## config.mk

```make
export PLATFORM = sky130hd
export DESIGN_NAME = bceh_top
export DESIGN_NICKNAME = d
export VERILOG_FILES = /design/src/pkg/bceh_pkg.sv /design/src/pkg/bceh_mem_if.sv /design/src/core/bceh_cmd_mem.sv /design/src/core/bceh_top.sv
export SDC_FILE = /design/constraint.sdc
export NUM_CORES = 1
export LEC_CHECK = 0
export ABC_CLOCK_PERIOD_IN_PS = 3650
export BUFFER_PORTS_ARGS = -buffer_cell sky130_fd_sc_hd__buf_2
export CAP_MARGIN = 20
export CORE_MARGIN = 2
export CORE_UTILIZATION = 50
export DETAILED_ROUTE_END_ITERATION = 8
export PLACE_DENSITY = 0.68
export SYNTH_ARGS = -nofsm -noshare
export SYNTH_HDL_FRONTEND = slang
export SYNTH_SLANG_ARGS = --single-unit
export TNS_END_PERCENT = 1
```

## constraint.sdc

```tcl
create_clock -name core_clk -period 3.65 [get_ports core_clk]
set_input_delay 0.73 -clock core_clk [delete_from_list [all_inputs] [get_ports core_clk]]
set_output_delay 0.73 -clock core_clk [all_outputs]
set_load 0.005 [all_outputs]
```

## src/pkg/bceh_pkg.sv

```systemverilog
// Constants, types and the command table of the bus command error handler.
// Assumes one 20 MHz system clock; characters arrive as ASCII bytes.
package bceh_pkg;
    // Clock and message timing
    localparam int CLK_HZ          = 20_000_000;             // Core clock rate
    localparam int MS_PER_S        = 1000;                   // Milliseconds per second
    localparam int MSG_TIME_MS     = 1000;                   // Error message hold time
    localparam int MSG_CYCLES_DFLT = CLK_HZ / MS_PER_S * MSG_TIME_MS; // Hold time in cycles

    // Characters of interest
    localparam logic [7:0] CH_TERM  = 8'h58;                 // Execute terminator
    localparam logic [7:0] CH_SPACE = 8'h20;                 // Ignored filler
    localparam logic [7:0] CH_DOT   = 8'h2E;                 // Start of fraction
    localparam logic [7:0] CH_0     = 8'h30;                 // First digit
    localparam logic [7:0] CH_9     = 8'h39;                 // Last digit
    localparam logic [7:0] CH_A     = 8'h41;                 // First letter
    localparam logic [7:0] CH_Z     = 8'h5A;                 // Last letter

    // Buffered command entry layout
    localparam int LETTER_W = 5;                             // Letter index width
    localparam int OPT_W    = 8;                             // Option value width
    localparam int ENTRY_W  = LETTER_W + OPT_W;              // Stored entry width
    localparam int ACC_W    = 12;                            // Decimal accumulator width
    localparam logic [ACC_W-1:0]   DEC_BASE = 12'h00A;       // Decimal radix
    localparam logic [OPT_W-1:0]   OPT_NONE = 8'hFF;         // Letter not in command set
    localparam logic [LETTER_W-1:0] IDX_K   = 5'h0A;         // EOI and hold-off command

    // Hold-off command option bits, cleared means enabled
    localparam int K_EOI_BIT  = 0;                           // Set: no EOI
    localparam int K_HOLD_BIT = 1;                           // Set: no hold-off

    // Error status bit positions
    localparam int ERR_W         = 3;                        // Number of error bits
    localparam int ERR_IDX_CMD   = 0;                        // Illegal command letter
    localparam int ERR_IDX_OPT   = 1;                        // Illegal option
    localparam int ERR_IDX_NOREM = 2;                        // Not in remote

    // Front panel message codes
    typedef enum logic [1:0] {
        DISP_NORMAL    = 2'h0,
        DISP_ILL_CMD   = 2'h1,
        DISP_ILL_OPT   = 2'h2,
        DISP_NO_REMOTE = 2'h3
    } bceh_disp_t;

    // Parser states, one-hot
    typedef enum logic [2:0] {
        ST_COLLECT = 3'h1,
        ST_DISCARD = 3'h2,
        ST_APPLY   = 3'h4
    } bceh_state_t;

    // Highest option of each letter, OPT_NONE when the letter is undefined
    function automatic logic [OPT_W-1:0] opt_limit(input logic [LETTER_W-1:0] idx);
        case (idx)
            5'h03:   opt_limit = 8'h05;                      // D
            5'h05:   opt_limit = 8'h01;                      // F
            5'h09:   opt_limit = 8'h00;                      // J
            5'h0A:   opt_limit = 8'h03;                      // K
            5'h0C:   opt_limit = 8'h1F;                      // M
            5'h0F:   opt_limit = 8'h01;                      // P
            5'h11:   opt_limit = 8'h08;                      // R
            5'h13:   opt_limit = 8'h07;                      // T
            5'h14:   opt_limit = 8'h09;                      // U
            default: opt_limit = OPT_NONE;
        endcase
    endfunction
endpackage

```

## src/pkg/bceh_mem_if.sv

```systemverilog
// Port bundle between the parser and its command buffer.
// Assumes a single clock shared by both ends.
`timescale 1ns/1ns
`default_nettype none
interface bceh_mem_if #(parameter int AW = 4, parameter int DW = 13);
    logic          we;      // Write strobe
    logic [AW-1:0] waddr;   // Write address
    logic [DW-1:0] wdata;   // Write data
    logic          re;      // Read strobe
    logic [AW-1:0] raddr;   // Read address
    logic [DW-1:0] rdata;   // Registered read data
    modport ctrl (output we, waddr, wdata, re, raddr, input rdata);
    modport mem  (input we, waddr, wdata, re, raddr, output rdata);
endinterface
`default_nettype wire

```

## src/core/bceh_cmd_mem.sv

```systemverilog
// Small buffer holding the checked commands of one string.
// Assumes the controller never reads and writes the same entry in one cycle.
`timescale 1ns/1ns
`default_nettype none
module bceh_cmd_mem #(
    parameter int DEPTH = 16
) (
    input  wire logic core_clk,
    bceh_mem_if.mem   port
);
    logic [$bits(port.wdata)-1:0] store [DEPTH];   // Entry array

    // Write port
    always_ff @(posedge core_clk) begin
        if (port.we) begin
            store[port.waddr] <= port.wdata;
        end
    end

    // Registered read port
    always_ff @(posedge core_clk) begin
        if (port.re) begin
            port.rdata <= store[port.raddr];
        end
    end
endmodule
`default_nettype wire

```

## src/core/bceh_top.sv

```systemverilog
// Command string parser with error handling for the bus listener port.
// Assumes bytes are presented one per rx_valid pulse, synchronous to core_clk.
`timescale 1ns/1ns
`default_nettype none
module bceh_top #(
    parameter int DEPTH      = 16,                           // Commands per string
    parameter int MSG_CYCLES = bceh_pkg::MSG_CYCLES_DFLT     // Message hold cycles
) (
    input  wire logic                       core_clk,
    input  wire logic                       sys_rst,
    input  wire logic                       rx_valid,
    input  wire logic [7:0]                 rx_data,
    input  wire logic                       remote_mode,
    input  wire logic                       dev_clear,
    input  wire logic                       spoll_read,
    input  wire logic [bceh_pkg::ERR_W-1:0] srq_mask,
    output logic [bceh_pkg::ERR_W-1:0]      err_status,
    output logic                            srq,
    output bceh_pkg::bceh_disp_t            disp_msg,
    output logic                            cmd_valid,
    output logic [7:0]                      cmd_letter,
    output logic [7:0]                      cmd_option,
    output logic                            nrfd_hold,
    output logic                            eoi_enable,
    output logic                            busy
);
    import bceh_pkg::*;

    localparam int AW = $clog2(DEPTH);                       // Buffer address width
    localparam int TW = $clog2(MSG_CYCLES + 1);              // Message timer width

    // Refuse sizes the logic cannot serve
    if (DEPTH < 2 || (1 << AW) != DEPTH) begin : g_bad_depth
        $error("DEPTH must be a power of two of at least 2");
    end
    if (MSG_CYCLES < 1) begin : g_bad_msg
        $error("MSG_CYCLES must be at least 1");
    end

    bceh_mem_if #(.AW(AW), .DW(ENTRY_W)) mem_bus ();         // Buffer port bundle

    bceh_cmd_mem #(.DEPTH(DEPTH)) bceh_cmd_mem_i (
        .core_clk (core_clk),
        .port     (mem_bus.mem)
    );

    bceh_state_t         state;         // Parser state
    logic                have_letter;   // A command letter is pending
    logic [LETTER_W-1:0] cur_idx;       // Pending letter index
    logic [OPT_W-1:0]    cur_opt;       // Pending option value
    logic                opt_ovf;       // Option exceeded its width
    logic                in_frac;       // Skipping fractional digits
    logic [AW:0]         wr_cnt;        // Entries written this string
    logic [AW:0]         apply_total;   // Entries to apply
    logic [AW:0]         rd_ptr;        // Next entry to read
    logic                rd_pend;       // Read data arrives this cycle
    logic                holdoff_en;    // Bus hold-off enabled
    logic [TW-1:0]       msg_timer;     // Remaining message cycles
    logic                err_evt;       // Error detected this cycle
    bceh_disp_t          err_code;      // Kind of that error
    logic                do_write;      // Store finished command
    logic                term_ok;       // Clean string terminated
    logic                fin_bad;       // Pending command is invalid
    logic                is_letter;     // Byte is a letter
    logic                is_digit;      // Byte is a digit
    logic [7:0]          letter_off;    // Byte minus first letter
    logic [ACC_W-1:0]    acc;           // Next decimal value
    logic [ERR_W-1:0]    err_set;       // Status bits to set

    // Character classes and decimal accumulation
    assign is_letter  = (rx_data >= CH_A) && (rx_data <= CH_Z);
    assign is_digit   = (rx_data >= CH_0) && (rx_data <= CH_9);
    assign letter_off = rx_data - CH_A;
    assign acc        = {4'h0, cur_opt} * DEC_BASE + {4'h0, rx_data - CH_0};
    assign fin_bad    = have_letter
                        && (opt_ovf || cur_opt > opt_limit(cur_idx) || wr_cnt[AW]);

    // Classify each byte taken while collecting
    always_comb begin
        err_evt  = 1'b0;
        err_code = DISP_NORMAL;
        do_write = 1'b0;
        term_ok  = 1'b0;
        if (state == ST_COLLECT && rx_valid) begin
            if (!remote_mode) begin
                err_evt  = 1'b1;
                err_code = DISP_NO_REMOTE;
            end else if (rx_data == CH_SPACE) begin
                err_evt  = 1'b0;
            end else if (rx_data == CH_TERM || is_letter) begin
                if (fin_bad) begin
                    err_evt  = 1'b1;
                    err_code = DISP_ILL_OPT;
                end else if (rx_data != CH_TERM
                             && opt_limit(letter_off[LETTER_W-1:0]) == OPT_NONE) begin
                    err_evt  = 1'b1;
                    err_code = DISP_ILL_CMD;
                end else begin
                    do_write = have_letter;
                    term_ok  = (rx_data == CH_TERM) && (have_letter || wr_cnt != '0);
                end
            end else if (is_digit || rx_data == CH_DOT) begin
                if (!have_letter) begin
                    err_evt  = 1'b1;
                    err_code = DISP_ILL_CMD;
                end
            end else begin
                err_evt  = 1'b1;
                err_code = DISP_ILL_CMD;
            end
        end
    end

    // Buffer port: store during parse, replay during apply
    assign mem_bus.we    = do_write;
    assign mem_bus.waddr = wr_cnt[AW-1:0];
    assign mem_bus.wdata = {cur_idx, cur_opt};
    assign mem_bus.re    = (state == ST_APPLY) && (rd_ptr != apply_total);
    assign mem_bus.raddr = rd_ptr[AW-1:0];

    // Parser state sequence
    always_ff @(posedge core_clk or posedge sys_rst) begin
        if (sys_rst) begin
            state <= ST_COLLECT;
        end else begin
            unique case (state)
                ST_COLLECT: begin
                    if (err_evt && rx_data != CH_TERM) begin
                        state <= ST_DISCARD;
                    end else if (term_ok) begin
                        state <= ST_APPLY;
                    end
                end
                ST_DISCARD: begin
                    if (rx_valid && rx_data == CH_TERM) begin
                        state <= ST_COLLECT;
                    end
                end
                ST_APPLY: begin
                    if (rd_ptr == apply_total && !rd_pend) begin
                        state <= ST_COLLECT;
                    end
                end
            endcase
        end
    end

    // Pending command and write count
    always_ff @(posedge core_clk or posedge sys_rst) begin
        if (sys_rst) begin
            have_letter <= 1'b0;
            cur_idx     <= '0;
            cur_opt     <= '0;
            opt_ovf     <= 1'b0;
            in_frac     <= 1'b0;
            wr_cnt      <= '0;
        end else if (err_evt || state == ST_DISCARD) begin
            have_letter <= 1'b0;
            wr_cnt      <= '0;
        end else if (state == ST_APPLY) begin
            wr_cnt      <= '0;
        end else if (state == ST_COLLECT && rx_valid) begin
            if (do_write) begin
                wr_cnt <= wr_cnt + {{AW{1'b0}}, 1'b1};
            end
            if (rx_data == CH_TERM) begin
                have_letter <= 1'b0;
            end else if (is_letter) begin
                have_letter <= 1'b1;
                cur_idx     <= letter_off[LETTER_W-1:0];
                cur_opt     <= '0;
                opt_ovf     <= 1'b0;
                in_frac     <= 1'b0;
            end else if (rx_data == CH_DOT) begin
                in_frac <= 1'b1;
            end else if (is_digit && !in_frac) begin
                cur_opt <= acc[OPT_W-1:0];
                opt_ovf <= opt_ovf | (|acc[ACC_W-1:OPT_W]);
            end
        end
    end

    // Replay of checked commands
    always_ff @(posedge core_clk or posedge sys_rst) begin
        if (sys_rst) begin
            apply_total <= '0;
            rd_ptr      <= '0;
            rd_pend     <= 1'b0;
            cmd_valid   <= 1'b0;
            cmd_letter  <= '0;
            cmd_option  <= '0;
        end else begin
            if (term_ok) begin
                apply_total <= wr_cnt + {{AW{1'b0}}, do_write};
                rd_ptr      <= '0;
            end else if (mem_bus.re) begin
                rd_ptr <= rd_ptr + {{AW{1'b0}}, 1'b1};
            end
            rd_pend    <= mem_bus.re;
            cmd_valid  <= rd_pend;
            cmd_letter <= CH_A + {3'h0, mem_bus.rdata[ENTRY_W-1:OPT_W]};
            cmd_option <= mem_bus.rdata[OPT_W-1:0];
        end
    end

    // Hold-off and EOI mode, default after reset or device clear
    always_ff @(posedge core_clk or posedge sys_rst) begin
        if (sys_rst) begin
            holdoff_en <= 1'b1;
            eoi_enable <= 1'b1;
        end else if (dev_clear) begin
            holdoff_en <= 1'b1;
            eoi_enable <= 1'b1;
        end else if (rd_pend && mem_bus.rdata[ENTRY_W-1:OPT_W] == IDX_K) begin
            holdoff_en <= !mem_bus.rdata[K_HOLD_BIT];
            eoi_enable <= !mem_bus.rdata[K_EOI_BIT];
        end
    end

    // Not-ready hold and busy indication
    always_ff @(posedge core_clk or posedge sys_rst) begin
        if (sys_rst) begin
            nrfd_hold <= 1'b0;
            busy      <= 1'b0;
        end else begin
            if (term_ok) begin
                nrfd_hold <= holdoff_en;
            end else if (state == ST_APPLY && rd_ptr == apply_total && !rd_pend) begin
                nrfd_hold <= 1'b0;
            end
            busy <= term_ok || (state == ST_APPLY && !(rd_ptr == apply_total && !rd_pend));
        end
    end

    // Sticky error bits; a new error beats a serial-poll clear
    always_comb begin
        err_set = '0;
        if (err_evt) begin
            unique case (err_code)
                DISP_ILL_CMD:   err_set[ERR_IDX_CMD]   = 1'b1;
                DISP_ILL_OPT:   err_set[ERR_IDX_OPT]   = 1'b1;
                DISP_NO_REMOTE: err_set[ERR_IDX_NOREM] = 1'b1;
                DISP_NORMAL:    err_set = '0;
            endcase
        end
    end

    always_ff @(posedge core_clk or posedge sys_rst) begin
        if (sys_rst) begin
            err_status <= '0;
            srq        <= 1'b0;
        end else begin
            err_status <= (spoll_read ? '0 : err_status) | err_set;
            srq        <= |(((spoll_read ? '0 : err_status) | err_set) & srq_mask);
        end
    end

    // Front panel message and its hold timer
    always_ff @(posedge core_clk or posedge sys_rst) begin
        if (sys_rst) begin
            msg_timer <= '0;
            disp_msg  <= DISP_NORMAL;
        end else if (err_evt) begin
            msg_timer <= TW'(MSG_CYCLES);
            disp_msg  <= err_code;
        end else if (msg_timer > TW'(1)) begin
            msg_timer <= msg_timer - TW'(1);
        end else begin
            msg_timer <= '0;
            disp_msg  <= DISP_NORMAL;
        end
    end
endmodule
`default_nettype wire

```

# After elaboration in Yosys (flattened, before gate mapping)
# Memories as Yosys holds them, arrays and structs flattened. A register that Yosys moved wholly into a read port is not among the register bits.
# Index checks and enable logic that the tools add are counted.
[totals]
register_bits = 87
ramBits = 208
rom_bits = 512
input_bits = 17
elab_cells = 184
mem_count = 3
[memory_table]
columns = ["name", "words", "width", "rd", "rd_ports_with_merged_regs", "wr", "line", "rtl"]
rows = [
  ["(no name shown)", 32, 8, 1, 0, 0, "bceh_pkg.sv:55", "case (idx)"],
  ["(no name shown)", 32, 8, 1, 0, 0, "bceh_pkg.sv:55", ""],
  ["bceh_cmd_mem_i.store", 16, 13, 1, 1, 1, "bceh_cmd_mem.sv:11", "logic [$bits(port.wdata)-1:0] store [DEPTH];"],
]
[classes]
addsub = 8
mul = 1
magnitude_cmp = 6
eq_ne = 20
n_mux = 74
bitwise = 6
reduce_logical = 45
[ops]
columns = ["op", "n"]
rows = [
  ["2-to-1 mux 8 bit", 8],
  ["2-to-1 mux 25 bit", 2],
  ["2-to-1 mux 1 bit", 43],
  ["2-to-1 mux 5 bit", 6],
  ["> comparator 25 x 1 -> 1 bit (second input constant)", 1],
  ["subtractor 25 x 1 -> 25 bit (second input constant)", 1],
  ["2-to-1 mux 3 bit", 6],
  ["equality test 8 x 6 -> 1 bit (second input constant)", 2],
  ["2-to-1 mux 2 bit", 8],
  ["logical AND 1 bit", 15],
  ["adder 12 x 8 -> 12 bit", 1],
  ["nonzero test 2 bit", 6],
  ["multiplier 8 x 3 -> 11 bit (second input constant)", 1],
  ["adder 5 x 1 -> 5 bit (second input constant)", 2],
  ["AND reduction 5 bit", 2],
  ["case mux 3 bit (3 select lines)", 1],
  ["nonzero test 3 bit", 3],
  ["adder 7 x 5 -> 8 bit (first input constant)", 1],
  ["equality test 8 x 7 -> 1 bit (second input constant)", 1],
  ["equality test 8 bit (second input constant)", 1],
  [">= comparator 8 x 6 -> 1 bit (second input constant)", 1],
  [">= comparator 8 x 7 -> 1 bit (second input constant)", 1],
  ["> comparator 8 bit", 1],
  ["<= comparator 8 x 6 -> 1 bit (second input constant)", 1],
  ["other kinds (28)", 45],
]

# Logic depth before layout (Yosys ltp)
# An unclocked memory read counts as a cell.
[logic_depth]
word_depth = 24
ltp_mapped = 19
ltp_nobuf = 18

# Hierarchy
# From an unflattened synthesis, not the netlist that was laid out.
[unflattened]
hier_cells = 909
hier_area_um2 = 13838.3
[modules_own_cells]
columns = ["module", "n_inst", "cells_each", "area_each_um2", "seq_area_each_um2"]
rows = [
  ["bceh_cmd_mem", 1, 355, 8373.0, 6636.4],
  ["bceh_top", 1, 554, 5465.2, 2155.8],
]

# Worst setup path after synthesis
# No wires, ideal clock.
[synth_path]
path_type = "register to register"
from = "register cur_idx[0]"
to = "memory bceh_cmd_mem_i.store[10][0] (netlist name) (enable)"
setup_time_ns = 0.361
arrival_ns = 3.541
slack_ns = -0.252
path_stages_with_launch = 16
path_buffers = 1
period_less_slack_ns = 3.902
path_cell_list = "dfrtp_1 > inv_1 > ha_1 > nor2b_1 > a21oi_1 > nor2_1 > o21ai_0 > nand2_1 > ha_1 > nand4_1 > o31ai_1 > and2_1 > a31oi_1 > a211oi_2 > buf_2 > and4b_1"
[synth_between]
elab_chain_len = 12
[synth_rtl]
columns = ["element", "line", "rtl"]
rows = [
  ["from (decl)", "bceh_top.sv:49", "logic [LETTER_W-1:0] cur_idx;"],
  ["from (signal assigned)", "bceh_top.sv:170", "cur_idx <= letter_off[LETTER_W-1:0];"],
  ["memory (32 x 8 bit)", "--", ""],
  ["> comparator 8 bit", "bceh_top.sv:76", "&& (opt_ovf || cur_opt > opt_limit(cur_idx) || wr_cnt[AW]);"],
  ["logical OR 1 bit (2 in series)", "bceh_top.sv:76", ""],
  ["logical AND 1 bit", "bceh_top.sv:76", ""],
  ["2-to-1 mux 1 bit", "bceh_top.sv:91", "if (fin_bad) begin"],
  ["2-to-1 mux 1 bit", "bceh_top.sv:90", "end else if (rx_data == CH_TERM || is_letter) begin"],
  ["2-to-1 mux 1 bit", "bceh_top.sv:88", "end else if (rx_data == CH_SPACE) begin"],
  ["2-to-1 mux 1 bit", "bceh_top.sv:85", "if (!remote_mode) begin"],
  ["2-to-1 mux 1 bit", "bceh_top.sv:84", "if (state == ST_COLLECT && rx_valid) begin"],
  ["2-to-1 mux 1 bit", "bceh_cmd_mem.sv:15", "if (port.we) begin"],
  ["2-to-1 mux 1 bit (implied by the code)", "bceh_cmd_mem.sv:16", "store[port.waddr] <= port.wdata;"],
  ["to (decl)", "bceh_cmd_mem.sv:11", ""],
]
# No other way between the ends.

# Worst setup path in the final report
[layout_path]
from = "register cur_idx[0]"
to = "memory bceh_cmd_mem_i.store[4][2] (netlist name) (enable)"
# Same word-level chain as after synthesis.

==> metrics <==
main combinational cell family by area after synthesis multiplexers; smallest hold slack 0.347 ns; via count 7639; maximum ir drop on the vdd rail 0.459 mV; Unique masters post-synth 75; Hold Crit Endpoint cmd_option[6]; num rows 60; routed len/inst 21.2 µm; Total Power Consumption 8.97 mW; Initial DRT Pass Iterations 5; Nets 1039; flop and latch count out of synthesis 307; final number of max-transition violations 0; number of stages on the worst hold path 0; Inst Count DP 1263; drt total wl 28100 µm; GR peak layer met2; ratio of routed vias to standard cells 5.77; crit end category register; Setup WS post-layout -0.0121 ns; gr usage total 0.197; CTS H-Tree Depth 1; Root Buffer clkbuf_16; highest cell delay on the worst timing path 0.43 ns; cell leakage power 5.48 nW; number of sinks on the clock net 307; Least-Margin Pin Slew 0.989 ns; via count of the first global-routing pass 7658; Critical Path Fanout Max 20; Global Route met2 Usage 0.323; Syn Area/Cell 15.7 µm²; clock insertion delay at the later pin of the skew report 0.55 ns; multiplexer share of the synthesized area 0.124; number of enable-type register cells in the synthesized netlist 221; critical-path cell with the highest stage delay dfrtp_2; Post-Synth XOR/XNOR Area 0.0308; worst setup path category reg -> reg; worst clock skew on the final layout 0.0104 ns; Critical R2R Launch cur_idx[0]; endpoints failing hold 0; die area 0.0286 mm²; Die W 169 µm; antenna violations before repair 0; cell count of the worst reg-to-reg path 17; core region area 0.0269 mm²; outcome finished, violations left; critical path startpoint category register; initial drt markers 666; arrival time at the worst endpoint 3.93 ns; Main synth FF type edfxtp_1; simple-gate portion of the synthesized area 0.0780; portion of synthesized cell area occupied by the leading cell type 0.486; worst setup path startpoint cur_idx[0]; IO Count 43; met1 track demand over resource 0.282; clock transition at the registers of the reported paths 0.06 ns; floorplan die height 169 µm; Post-Synthesis Net Count 940; source of the worst hold timing path bceh_cmd_mem_i.port.rdata[6]; pin count of the biggest net entering global routing 74; M3 GR Usage 0.0252; worst-path cell chain buf_12, ha_4, mux2i_1, nor2_2, a21oi_2, o21ai_2, ha_1, nand4_1, o21ai_1, a31oi_1, a31oi_2, a211oi_2, clkbuf_16, buf_12, and3b_2, and2_4, clkbuf_16; Post-synth ARST share 0.280; slack of the worst reg-to-reg path -0.01 ns; post-route setup TNS -0.0679 ns; sequential fraction of the synthesis area 0.644; setup-violating endpoint count in the final report 6; setup repair after global routing missed its margin yes; violations in the final reports setup timing; Max Buffers Root-to-Sink 3; time the final worst path needs with I/O delays and setup 3.66 ns; maximum clock frequency 273 MHz; count of antenna diodes in the layout 0; gp weighted congestion 0.803; DRC 0; synthesized-area fraction occupied by ao, oa, aoi and oai cells 0.0504; power per cell area 563 mW/mm²; final HPWL from detailed placement 17800 µm; count of placed standard cells in the final layout, fillers left out 1325; Starting Density 0.508; worst min-delay path category reg -> reg; most area-hungry cell type in the Yosys netlist edfxtp_1; proportion of layout cells with a drive suffix above 1 0.279; number of buffers added by the clock tree synthesis step 30; GR Overflow Total 0; Final ANT Viol Nets 0; wire length of the first global-routing pass 43400 µm; Maximum Capacitance Violations 0; data required time at the worst endpoint 3.92 ns; worst r2r dst bceh_cmd_mem_i.store[4][2]; number of instances in the synthesized netlist 867; area growth from synthesis to layout 16.8%; final clock period utilization by the worst path 1.00; yosys synthesis warning count 0; post-synthesis cell area 0.0137 mm²; number of buffers added on ports 41; area share of fa/ha/maj cells after synthesis 0.0524; top cells by area, synth edfxtp_1 (49%), dfrtp_1 (15%), mux4_2 (11%); CTS tree done; normalized max-slew margin 0.340
==> how the worst max path moves through the flow <==
stage | slack [ns] | to
floorplan | -0.1 | apply_total[4]
global placement | 0.07 | cur_opt[6]
detailed placement | -0.05 | bceh_cmd_mem_i.store[4][5]
CTS | 0.01 | cur_opt[4]
global route | -0.19 | bceh_cmd_mem_i.store[4][9]
finish | -0.01 | bceh_cmd_mem_i.store[4][2]
==> routing by layer <==
metal	share of wire	wire length, µm
met1	0.45	12800
met2	0.48	13600
met3	0.043	1220
met4	0.018	520
met5	0	0
==> power by group <==
group	internal [mW]	leakage [nW]	switching, mW	total (mW)
Clock	1.71	0.446	1.26	2.97
Combinational	0.914	2.39	0.884	1.80
Sequential	4.00	2.65	0.205	4.21
Total	6.62	5.48	2.35	8.97
==> final cells by class <==
class | instances | area [µm²]
Multi-Input combinational cell | 495 | 4770
Tap cell | 341 | 427
Sequential cell | 307 | 8800
Timing Repair Buffer | 97 | 885
Inverter | 35 | 134
Fill cell | 2059 | 10900
Clock inverter | 16 | 170
Clock buffer | 34 | 766
==> flip-flops by register name (all words and copies together) (netlist names), 5 cells and up <==
name,count
rd_ptr,5
bceh_cmd_mem_i.store,208
cmd_letter,7
cur_idx,5
apply_total,5
bceh_cmd_mem_i.port.rdata,13
msg_timer,25
wr_cnt,5
cur_opt,8
cmd_option,8
==> layout by cell type (no fill, tap or decap), types with 5 or more instances in the layout <==
master     instances
a211oi_1           5
a21oi_1           18
a21oi_2            5
and2_4             7
buf_12            15
buf_2             41
buf_4             34
clkbuf_16         33
clkinv_1           6
dfrtp_1           78
edfxtp_1         221
ha_1              49
ha_4               5
inv_1             32
mux2_2            10
mux2i_1           12
mux4_2            65
nand2_1           31
nand2b_1          10
nand3_1           14
nand4_1            7
nor2_1            61
nor2b_1            7
nor3_1            18
o21ai_0           19
xnor2_1           28
xor2_1            20
==> cell usage after synthesis, types with 5 or more instances <==
library cell	count
nor2_1	63
edfxtp_1	221
nor3_1	18
and3_1	6
nand4_1	7
a211oi_1	5
clkbuf_1	18
nand2_1	31
and2_1	9
xnor2_1	28
dfrtp_1	83
mux2_2	10
mux4_2	65
o21ai_0	25
nand3_1	14
nand2b_1	10
xor2_1	20
ha_1	54
a21oi_1	22
nor2b_1	8
inv_1	35
buf_1	6
mux2i_1	12
==> worst max-delay path, delay by kind of cell, from the launching register on <==
family / cells / cell delay, ns
buffers and inverters: 4 / 0.61
and+or+nand+nor: 4 / 0.67
muxes: 1 / 0.16
adders and majority gates: 2 / 0.49
DFF: 1 / 0.43
AOI/OAI and AO/OA: 6 / 1.03
==> through the flow <==
stage	setup slack, ns	util	instance area (µm²)
final	-0.0121	0.594	16000
after global routing	-0.189	0.594	16000
after CTS	0.0110	0.581	15600
after detailed placement	-0.0527	0.546	14700
after global placement	0.0689	0.546	14700
after floorplan	-0.0997	-	13700
==> logic make-up (layout without fill, tap and decap cells) <==
kind of cell	after synthesis	count (layout)
buffers and inverters	65	182
flip-flops	307	307
AND/OR/NAND/NOR	204	204
XOR/XNOR	48	48
other	2	2
multiplexers	87	87
AO/OA/AOI/OAI	98	98
adder cells (fa/ha/maj)	56	56
==> timing repair <==
| item | 4_1_cts | 5_1_grt |
|---|---|---|
| pin swaps | 2 | 15 |
| gates resized for setup | 2 | 57 |
| endpoints found under the setup margin | 156 | 257 |
| hold buffers | 0 | 0 |
| gates cloned | 0 | 2 |
| setup buffers | 0 | 10 |
(Power assumes the default switching activity.)
